File: src/core/sst_pkg.sv
package sst_pkg;

   // ----------------------------------------
   // Register map
   // ----------------------------------------
   localparam logic [7:0] ADDR_SETTINGS = 8'h00;
   localparam logic [7:0] ADDR_CONTROL_ONE = 8'h04;
   localparam logic [7:0] ADDR_FLAGS = 8'h08;
   localparam logic [7:0] ADDR_SEQ_STATUS = 8'h0c;

   localparam logic [1:0] RESP_OKAY = 2'h0;
   localparam logic [1:0] RESP_SLVERR = 2'h2;

   // ----------------------------------------
   // Settings fields
   // ----------------------------------------
   localparam int SET_GLOBAL_EN = 0;
   localparam int SET_DISABLE_LSB = 1;
   localparam int SET_MASK_LSB = 6;
   localparam int SET_WIDTH = 13;
   localparam logic [12:0] SET_RESET = 13'h0001;

   // ----------------------------------------
   // Control register one fields
   // ----------------------------------------
   localparam int CTL_DIAG = 0;
   localparam int CTL_INJECT = 1;
   localparam int CTL_CLEAR_FAULT = 2;
   localparam int CTL_OSC_FAULT = 7;

   // ----------------------------------------
   // Checks and flag bits
   // ----------------------------------------
   localparam int NUM_TESTS = 5;
   localparam int NUM_CHECKS = 12;
   localparam int FLAG_CONTROL = 5;
   localparam int FLAG_COMPLETION = 6;
   localparam int FLAG_ENCODING = 7;
   localparam int FLAG_CONV_RANGE = 8;
   localparam int FLAG_ADDER = 9;
   localparam int FLAG_ROTATION = 10;
   localparam int FLAG_ANGULAR = 11;

   // ----------------------------------------
   // Timing
   // ----------------------------------------
   localparam int CLK_PERIOD_PS = 5000;
   localparam int SLOT_TIME_NS = 10000;
   localparam int SLOT_CYC = (SLOT_TIME_NS * 1000) / CLK_PERIOD_PS;
   localparam logic [3:0] LAST_SLOT = 4'hf;
   localparam int OSC_REF_CYC = 1000;
   localparam int OSC_TOL_PCT = 30;
   localparam int OSC_LO_CYC = (OSC_REF_CYC * (100 - OSC_TOL_PCT)) / 100;
   localparam int OSC_HI_CYC = (OSC_REF_CYC * (100 + OSC_TOL_PCT) + 99) / 100;

   // ----------------------------------------
   // Datapath limits
   // ----------------------------------------
   localparam logic [15:0] CONV_FULL_SCALE = 16'hffff;
   localparam int CONV_LIMIT_PCT = 95;
   localparam logic [15:0] CONV_LIMIT = 16'((32'(CONV_FULL_SCALE) * CONV_LIMIT_PCT) / 100);
   localparam logic [11:0] TEMP_TOL = 12'h010;
   localparam logic [15:0] DIV_EXPECTED = 16'h1234;

endpackage

File: src/core/sst_core.sv
`timescale 1ns/1ps

// Notes on behaviour
// - Reference period off by over thirty percent or missing sets oscillator fault and diagnostics.
// - A four-bit up-counter with one slot per count triggers the self-tests.
// - Global enable bit turns the slot sequencer and the five triggered tests on or off.
// - Each test also needs its own non-volatile enable input.
// - Ready clears the start trigger; a trigger left at slot end forces diagnostics.
// - Field conversion compares two temperatures; a difference above the tolerance fails unless disabled.
// - Main plus inverted angle must equal the clamp level sum.
// - Test division must return the known expected quotient.
// - Main rotation angle plus inverted rotation angle must be zero.
// - Zero-corrected angle must equal its redundant copy.
// - Checks six to twelve always run; each flag has its own mask.
// - Control signal check flags incomplete datapath processing.
// - Completion check flags any failed test by the end of the round.
// - Sequencer state carries parity; mismatch raises the encoding flag.
// - Converter result above ninety-five percent of full scale sets overflow flag.
// - Pre-rotation adder overflow sets the adder flag.
// - Rotation block overflow sets the rotation flag.
// - Clamp switch seen before range position sets angular range flag.
// - Each check owns one flag bit, field conversion at bit zero upwards.
module sst_core (
   input wire logic aclk,
   input wire logic aresetn,
   input wire logic [7:0] s_axi_awaddr,
   input wire logic s_axi_awvalid,
   output logic s_axi_awready,
   input wire logic [31:0] s_axi_wdata,
   input wire logic [3:0] s_axi_wstrb,
   input wire logic s_axi_wvalid,
   output logic s_axi_wready,
   output logic [1:0] s_axi_bresp,
   output logic s_axi_bvalid,
   input wire logic s_axi_bready,
   input wire logic [7:0] s_axi_araddr,
   input wire logic s_axi_arvalid,
   output logic s_axi_arready,
   output logic [31:0] s_axi_rdata,
   output logic [1:0] s_axi_rresp,
   output logic s_axi_rvalid,
   input wire logic s_axi_rready,
   input wire logic osc_ref,
   input wire logic [4:0] nvm_test_enable,
   input wire logic [4:0] test_ready,
   input wire logic [11:0] temp_sensor,
   input wire logic [11:0] temp_from_amplitude,
   input wire logic [15:0] angle_main,
   input wire logic [15:0] angle_inverted,
   input wire logic [15:0] clamp_level_sum,
   input wire logic [15:0] division_result,
   input wire logic [15:0] rotation_main,
   input wire logic [15:0] rotation_inverted,
   input wire logic [15:0] zero_angle,
   input wire logic [15:0] zero_angle_redundant,
   input wire logic control_error,
   input wire logic [15:0] converter_result,
   input wire logic adder_overflow,
   input wire logic rotation_overflow,
   input wire logic measure_start,
   input wire logic range_position_seen,
   input wire logic clamp_switch_seen,
   output logic [4:0] test_start,
   output logic diag_mode
);

   // ----------------------------------------
   // Register state
   // ----------------------------------------
   logic [12:0] settings;
   logic inject_parity;
   logic osc_fault;
   logic clear_fault;
   logic [11:0] flags;
   logic [3:0] seq_count;
   logic seq_parity;
   logic aw_ok;
   logic w_ok;
   logic [7:0] aw_addr_q;
   logic [31:0] w_data_q;
   logic [3:0] w_strb_q;
   logic do_write;
   logic [31:0] next_rdata;
   logic read_hit;
   logic slot_tick;

   logic global_en;
   logic [4:0] test_en;
   logic [6:0] fixed_mask;
   assign global_en = settings[sst_pkg::SET_GLOBAL_EN];
   assign test_en = {5{global_en}} & nvm_test_enable & ~settings[sst_pkg::SET_MASK_LSB-1:sst_pkg::SET_DISABLE_LSB];
   assign fixed_mask = settings[sst_pkg::SET_WIDTH-1:sst_pkg::SET_MASK_LSB];

   // ----------------------------------------
   // Bus write side
   // ----------------------------------------
   assign do_write = aw_ok && w_ok && !s_axi_bvalid;

   always_ff @(posedge aclk) begin
      if (!aresetn) begin
         s_axi_awready <= 1'b0;
         aw_ok <= 1'b0;
         aw_addr_q <= 8'h00;
      end else if (s_axi_awvalid && s_axi_awready) begin
         s_axi_awready <= 1'b0;
         aw_ok <= 1'b1;
         aw_addr_q <= s_axi_awaddr;
      end else if (do_write) begin
         aw_ok <= 1'b0;
      end else if (!aw_ok && !s_axi_bvalid) begin
         s_axi_awready <= 1'b1;
      end
   end

   always_ff @(posedge aclk) begin
      if (!aresetn) begin
         s_axi_wready <= 1'b0;
         w_ok <= 1'b0;
         w_data_q <= 32'h0000_0000;
         w_strb_q <= 4'h0;
      end else if (s_axi_wvalid && s_axi_wready) begin
         s_axi_wready <= 1'b0;
         w_ok <= 1'b1;
         w_data_q <= s_axi_wdata;
         w_strb_q <= s_axi_wstrb;
      end else if (do_write) begin
         w_ok <= 1'b0;
      end else if (!w_ok && !s_axi_bvalid) begin
         s_axi_wready <= 1'b1;
      end
   end

   always_ff @(posedge aclk) begin
      if (!aresetn) begin
         s_axi_bvalid <= 1'b0;
         s_axi_bresp <= sst_pkg::RESP_OKAY;
      end else if (do_write) begin
         s_axi_bvalid <= 1'b1;
         if (aw_addr_q == sst_pkg::ADDR_SETTINGS || aw_addr_q == sst_pkg::ADDR_CONTROL_ONE) begin
            s_axi_bresp <= sst_pkg::RESP_OKAY;
         end else begin
            s_axi_bresp <= sst_pkg::RESP_SLVERR;
         end
      end else if (s_axi_bready) begin
         s_axi_bvalid <= 1'b0;
      end
   end

   always_ff @(posedge aclk) begin
      if (!aresetn) begin
         settings <= sst_pkg::SET_RESET;
      end else if (do_write && aw_addr_q == sst_pkg::ADDR_SETTINGS) begin
         if (w_strb_q[0]) begin
            settings[7:0] <= w_data_q[7:0];
         end
         if (w_strb_q[1]) begin
            settings[12:8] <= w_data_q[12:8];
         end
      end
   end

   always_ff @(posedge aclk) begin
      if (!aresetn) begin
         inject_parity <= 1'b0;
      end else if (do_write && aw_addr_q == sst_pkg::ADDR_CONTROL_ONE && w_strb_q[0]
                   && w_data_q[sst_pkg::CTL_INJECT]) begin
         inject_parity <= 1'b1;
      end else if (slot_tick) begin
         inject_parity <= 1'b0;
      end
   end

   // ----------------------------------------
   // Bus read side
   // ----------------------------------------
   always_comb begin
      next_rdata = 32'h0000_0000;
      read_hit = 1'b1;
      unique case (s_axi_araddr)
         sst_pkg::ADDR_SETTINGS: next_rdata[12:0] = settings;
         sst_pkg::ADDR_CONTROL_ONE: begin
            next_rdata[sst_pkg::CTL_DIAG] = diag_mode;
            next_rdata[sst_pkg::CTL_INJECT] = inject_parity;
            next_rdata[sst_pkg::CTL_CLEAR_FAULT] = clear_fault;
            next_rdata[sst_pkg::CTL_OSC_FAULT] = osc_fault;
         end
         sst_pkg::ADDR_FLAGS: next_rdata[11:0] = flags;
         sst_pkg::ADDR_SEQ_STATUS: next_rdata[4:0] = {seq_parity, seq_count};
         default: read_hit = 1'b0;
      endcase
   end

   always_ff @(posedge aclk) begin
      if (!aresetn) begin
         s_axi_arready <= 1'b0;
         s_axi_rvalid <= 1'b0;
         s_axi_rdata <= 32'h0000_0000;
         s_axi_rresp <= sst_pkg::RESP_OKAY;
      end else if (s_axi_arvalid && s_axi_arready) begin
         s_axi_arready <= 1'b0;
         s_axi_rvalid <= 1'b1;
         s_axi_rdata <= next_rdata;
         s_axi_rresp <= read_hit ? sst_pkg::RESP_OKAY : sst_pkg::RESP_SLVERR;
      end else if (s_axi_rvalid) begin
         if (s_axi_rready) begin
            s_axi_rvalid <= 1'b0;
         end
      end else begin
         s_axi_arready <= 1'b1;
      end
   end

   // ----------------------------------------
   // Oscillator monitor
   // ----------------------------------------
   logic ref_meta;
   logic ref_sync;
   logic ref_last;
   logic ref_armed;
   logic [11:0] ref_cnt;
   logic ref_rise;
   assign ref_rise = ref_sync && !ref_last;

   always_ff @(posedge aclk) begin
      if (!aresetn) begin
         // Idle high, so a pin held high through reset gives no false edge.
         ref_meta <= 1'b1;
         ref_sync <= 1'b1;
         ref_last <= 1'b1;
      end else begin
         ref_meta <= osc_ref;
         ref_sync <= ref_meta;
         ref_last <= ref_sync;
      end
   end

   always_ff @(posedge aclk) begin
      if (!aresetn) begin
         ref_cnt <= 12'h000;
         ref_armed <= 1'b0;
         osc_fault <= 1'b0;
      end else if (ref_rise) begin
         ref_cnt <= 12'h000;
         ref_armed <= 1'b1;
         if (ref_armed && ref_cnt < 12'(sst_pkg::OSC_LO_CYC)) begin
            osc_fault <= 1'b1;
         end
      end else if (ref_cnt >= 12'(sst_pkg::OSC_HI_CYC)) begin
         osc_fault <= 1'b1;
      end else begin
         ref_cnt <= ref_cnt + 12'h001;
      end
   end

   // ----------------------------------------
   // Slot sequencer
   // ----------------------------------------
   logic [10:0] slot_div;
   logic [3:0] next_count;
   assign next_count = seq_count + 4'h1;

   always_ff @(posedge aclk) begin
      if (!aresetn) begin
         slot_div <= 11'h000;
         slot_tick <= 1'b0;
      end else if (slot_div == 11'(sst_pkg::SLOT_CYC - 1)) begin
         slot_div <= 11'h000;
         slot_tick <= 1'b1;
      end else begin
         slot_div <= slot_div + 11'h001;
         slot_tick <= 1'b0;
      end
   end

   always_ff @(posedge aclk) begin
      if (!aresetn) begin
         seq_count <= 4'h0;
         seq_parity <= 1'b0;
      end else if (slot_tick && global_en) begin
         seq_count <= next_count;
         seq_parity <= (^next_count) ^ inject_parity;
      end
   end

   // ----------------------------------------
   // Test triggers and results
   // ----------------------------------------
   logic [4:0] test_fail;
   logic round_fail;

   always_comb begin
      test_fail = 5'h00;
      if ((temp_sensor > temp_from_amplitude ? temp_sensor - temp_from_amplitude
           : temp_from_amplitude - temp_sensor) > sst_pkg::TEMP_TOL) begin
         test_fail[0] = 1'b1;
      end
      test_fail[1] = (angle_main + angle_inverted) != clamp_level_sum;
      test_fail[2] = division_result != sst_pkg::DIV_EXPECTED;
      test_fail[3] = (rotation_main + rotation_inverted) != 16'h0000;
      test_fail[4] = zero_angle != zero_angle_redundant;
      test_fail = test_fail & test_start & test_ready;
   end

   always_ff @(posedge aclk) begin
      if (!aresetn || !global_en) begin
         test_start <= 5'h00;
      end else begin
         for (int i = 0; i < sst_pkg::NUM_TESTS; i++) begin
            if (slot_tick && next_count == 4'(i + 1)) begin
               test_start[i] <= test_en[i];
            end else if (test_ready[i]) begin
               test_start[i] <= 1'b0;
            end
         end
      end
   end

   // trigger left standing at slot end
   always_ff @(posedge aclk) begin
      if (!aresetn) begin
         clear_fault <= 1'b0;
      end else if (slot_tick && global_en && (test_start & ~test_ready) != 5'h00) begin
         clear_fault <= 1'b1;
      end
   end

   always_ff @(posedge aclk) begin
      if (!aresetn) begin
         round_fail <= 1'b0;
      end else if ((test_fail & test_en) != 5'h00 || clear_fault) begin
         round_fail <= 1'b1;
      end else if (slot_tick && seq_count == sst_pkg::LAST_SLOT) begin
         round_fail <= 1'b0;
      end
   end

   // ----------------------------------------
   // Flag collection
   // ----------------------------------------
   logic [11:0] fail_vec;
   logic [11:0] flag_en;
   logic range_seen;

   // order of clamp and range detections
   always_ff @(posedge aclk) begin
      if (!aresetn) begin
         range_seen <= 1'b0;
      end else if (range_position_seen) begin
         range_seen <= 1'b1;
      end else if (measure_start) begin
         range_seen <= 1'b0;
      end
   end

   always_comb begin
      fail_vec = 12'h000;
      fail_vec[4:0] = test_fail;
      fail_vec[sst_pkg::FLAG_CONTROL] = control_error;
      fail_vec[sst_pkg::FLAG_COMPLETION] = slot_tick && seq_count == sst_pkg::LAST_SLOT && round_fail;
      fail_vec[sst_pkg::FLAG_ENCODING] = (^seq_count) != seq_parity;
      fail_vec[sst_pkg::FLAG_CONV_RANGE] = converter_result > sst_pkg::CONV_LIMIT;
      fail_vec[sst_pkg::FLAG_ADDER] = adder_overflow;
      fail_vec[sst_pkg::FLAG_ROTATION] = rotation_overflow;
      fail_vec[sst_pkg::FLAG_ANGULAR] = clamp_switch_seen && !range_seen && !range_position_seen;
   end

   // fixed checks gated by masks only
   assign flag_en = {~fixed_mask, test_en};

   // masked or disabled checks stay clear
   genvar g;
   generate
      for (g = 0; g < sst_pkg::NUM_CHECKS; g++) begin : g_flag
         sst_sticky_flag u_flag (
            .aclk(aclk),
            .aresetn(aresetn),
            .fail(fail_vec[g]),
            .enable(flag_en[g]),
            .flag(flags[g])
         );
      end
   endgenerate

   always_ff @(posedge aclk) begin
      if (!aresetn) begin
         diag_mode <= 1'b0;
      end else if (flags != 12'h000 || osc_fault || clear_fault) begin
         diag_mode <= 1'b1;
      end
   end
endmodule

File: src/core/sst_sticky_flag.sv
`timescale 1ns/1ps

module sst_sticky_flag (
   input wire logic aclk,
   input wire logic aresetn,
   input wire logic fail,
   input wire logic enable,
   output logic flag
);

   // ----------------------------------------
   // Flag latch held until reset
   // ----------------------------------------
   always_ff @(posedge aclk) begin
      if (!aresetn) begin
         flag <= 1'b0;
      end else if (fail && enable) begin
         flag <= 1'b1;
      end
   end

endmodule

File: config.mk
export PLATFORM = sky130hd
export DESIGN_NAME = sst_core
export DESIGN_NICKNAME = d
export VERILOG_FILES = /design/src/core/sst_pkg.sv /design/src/core/sst_core.sv /design/src/core/sst_sticky_flag.sv
export SDC_FILE = /design/constraint.sdc
export NUM_CORES = 1
export LEC_CHECK = 0
export ABC_CLOCK_PERIOD_IN_PS = 3030
export BUFFER_PORTS_ARGS = -buffer_cell sky130_fd_sc_hd__buf_2
export CELL_PAD_IN_SITES_DETAIL_PLACEMENT = 0
export CELL_PAD_IN_SITES_GLOBAL_PLACEMENT = 2
export CORE_MARGIN = 3
export CORE_UTILIZATION = 28
export DETAILED_ROUTE_END_ITERATION = 8
export GPL_ROUTABILITY_DRIVEN = 1
export PLACE_DENSITY = 0.79
export RECOVER_POWER = 100
export SLEW_MARGIN = 20
export SYNTH_ARGS = -nofsm -noshare
export SYNTH_HDL_FRONTEND = slang
export SYNTH_SLANG_ARGS = --single-unit
File: constraint.sdc
create_clock -name aclk -period 3.03 [get_ports aclk]
set_input_delay 0.1515 -clock aclk [delete_from_list [all_inputs] [get_ports aclk]]
set_output_delay 0.1515 -clock aclk [all_outputs]
set_load 0.005 [all_outputs]
==> run metrics <==
status complete, but fails checks; failing checks capacitance limit, slew limit; Core ar. around 28000 µm²; largest family of logic cells by synthesized area simple AND/OR/NAND/NOR gates; initial antenna violation count 4; pwr dens 448 nW/µm²; row count 61; Final setup viols 0; Layout Skew just under 0.01 ns; crit share post-route 0.883; Yosys top cell area share 0.285; largest cells by area after synthesis dfxtp_1 (28%), ha_1 (10%), a21oi_1 (5.8%); RSZ-0062 raised after global routing false; critical path peak fanout 3; #FFs+latches synth 114; routed len/inst between 10 and 15 µm; drt total wl about 24000 µm; share of layout cells above drive strength 1 0.230; clk_lat worst skew roughly 0.41 ns; clock-pin slew on the worst setup and hold paths 0.05 ns; Post-Syn Area ~8000 µm²; Post-synth EDFFs 0; CTS Buf Count 17; GRT Overall Usage 0.151; area leader, netlist dfxtp_1; flop2flop setup slack between 0.7 and 0.8 ns; Least-Margin Pin Slew ~1.6 ns; DRT iter0 DRCs 414; maximum clock path buffer count 2; final hold violation count 0; via density per instance between 4 and 5; total negative slack 0 ns; WHS Path Cells 3; DRC 0; port bufs around 250; f_max about 370 MHz; critical path class in2reg; Post-Syn Area per Cell between 7 and 8 µm²; filler cell count 2998; Worst setup SP type input pin; Leak Pwr roughly 0.0046 µW; Nets between 1500 and 2000; final slew viol count 72; GRT overflow 0; top post-synthesis cells by count dfxtp_1 (114), nor2_1 (103), nand2_1 (101); CTS sink cnt approximately 110; Max VDD drop roughly 0.00045 V; Top FF cell, synth dfxtp_1; Worst Setup EP round_fail; min-delay worst type in2reg; Slew headroom -0.0423; data arrival time at the worst-slack endpoint ~2.9 ns; post-route insts no fill 1674; total setup buffers inserted after CTS 0; synth unique cells 76; synth-to-layout area growth 30.3%; Syn. warnings 0; drt pass-1 iters 5; die area roughly 30000 µm²; Worst setup startpoint angle_main[0]; mux contribution to synthesized area 0.0395; fin worst setup slack 0.355 ns; count leader, synth dfxtp_1; Cells after Synth 1009; Synth Area in Compound Gates 0.182; gp weighted congestion slightly below 0.8; register area ~2300 µm²; Max Cap Viol 1; simple logic cell fraction of the synthesized area 0.232; sequential share of the synthesized area 0.285; WP data required between 3 and 4 ns; placed insts roughly 1600; ANT nets after route 0; Async SR Flop Fraction 0; initial core utilization 0.286; fin util 0.373; die height 175 µm; Synth Area in Adders 0.110; clock root buffer clkbuf_16; CP endpoint kind flop; FF-to-FF path depth 6; H-tree depth 4; post-layout min period 2.68 ns; first-pass GRT wire length about 38000 µm; Setup WS pre-CTS roughly 0.08 ns; CTS tree yes; R2R Path End s_axi_rdata[12]; pin count of the biggest net entering global routing 72; XOR/XNOR Fraction of Synth Area 0.0895; Die Wd 175 µm; Multi-input gate area about 5300 µm²; Vias about 7900; HPWL Detailed 19300 µm; I/O pin total roughly 290; vias in the first global route ~7600; reg2reg start s_axi_arready
-- sequential cells by signal (all words and copies together), names as in the netlist, 2 cells and up --
name,cells
w_data_q,13
slot_div,11
aw_addr_q,8
settings,13
s_axi_rdata,13
g_flag.u_flag.flag,12
test_start,5
seq_count,4
ref_cnt,12
w_strb_q,2
-- cell families (layout without fill, tap and decap cells) --
group | Yosys count | count (layout)
xor+xnor | 81 | 81
flops | 114 | 114
simple gates | 382 | 382
fa+ha+maj | 68 | 68
other cells | 1 | 24
mux | 27 | 27
buf+inv | 110 | 374
compound gates | 226 | 226
-- worst min path at each step --
stage	from	to	slack, ns
5_1_grt	s_axi_awaddr[4]	aw_addr_q[4]	0.005
3_3_place_gp	osc_ref	ref_meta	0.34
2_1_floorplan	osc_ref	ref_meta	0.25
3_5_place_dp	osc_ref	ref_meta	0.34
6_report	s_axi_awaddr[1]	aw_addr_q[1]	0.01
4_1_cts	s_axi_awaddr[1]	aw_addr_q[1]	0.002
-- area by class of cell --
class                      count  share of cell area
antenna                        3            0.000719
clock buffer                  22              0.0454
clock inverter                10              0.0149
inverter                      59              0.0212
multi-input combinational    805               0.508
sequential                   114               0.219
tap                          378              0.0453
timing repair buffer         283               0.146
-- layout by cell type (no fill, tap or decap), drive strengths merged, types with 5 or more instances in the layout --
| cell | netlist | final |
|---|---|---|
| nor2b | 15 | 15 |
| nand2 | 101 | 101 |
| dlygate4sd3 | 0 | 22 |
| and3 | 15 | 15 |
| nand4 | 18 | 18 |
| buf | 22 | 240 |
| xnor2 | 44 | 44 |
| clkbuf | 29 | 43 |
| ha | 64 | 64 |
| a31oi | 8 | 8 |
| inv | 59 | 59 |
| o21bai | 7 | 7 |
| mux2 | 7 | 7 |
| o21ai | 36 | 36 |
| a21o | 11 | 11 |
| nor4 | 15 | 15 |
| nor2 | 103 | 103 |
| mux2i | 17 | 17 |
| nor3 | 23 | 23 |
| or3 | 7 | 7 |
| and3b | 5 | 5 |
| a21oi | 94 | 94 |
| and2 | 6 | 6 |
| xor2 | 37 | 37 |
| dfxtp | 114 | 114 |
| nand3 | 37 | 37 |
| nand2b | 21 | 21 |
| a211oi | 5 | 5 |
| a22oi | 13 | 13 |
| nand3b | 5 | 5 |
| conb | 1 | 21 |
| o211ai | 5 | 5 |
-- routing by layer --
| metal | track usage | part of all wire |
|---|---|---|
| met1 | 0.197 | 0.46 |
| met2 | 0.251 | 0.48 |
| met4 | 0.0406 | 0.012 |
| met3 | 0.0326 | 0.047 |
| met5 | 0 | 0.00051 |
-- power by group --
part | switching (µW) | internal, µW
clock | 669 | 1430
sequential | 31.7 | 1540
combinational | 533 | 466
-- metrics by stage --
step / power (µW) / hold slack, ns / instance area [µm²]
detailed placement: 2580 / 0.337 / 9640
CTS: 4730 / 0.00164 / 10500
global route: 4930 / 0.00468 / 10400
global placement: 2590 / 0.341 / 9640
floorplan: 2260 / 0.253 / 8090
finish: 4670 / 0.0113 / 10400
-- critical path: stages --
cell,delay [ns]
buf_2,0.10
ha_1,0.21
fa_1,0.42
a211oi_2,0.27
o21ai_1,0.14
a41oi_1,0.33
o21ba_2,0.21
xnor2_1,0.07
a211oi_1,0.22
a21oi_1,0.07
o41ai_1,0.57
a31oi_1,0.14
-- timing repair --
item / in CTS / in global routing
hold endpoints to repair: 22 / 0
resized for setup: 0 / 0
endpoints found under the setup margin: 0 / 0
hold buffers: 22 / 0
No activity file was read; power rests on OpenSTA's default activity.
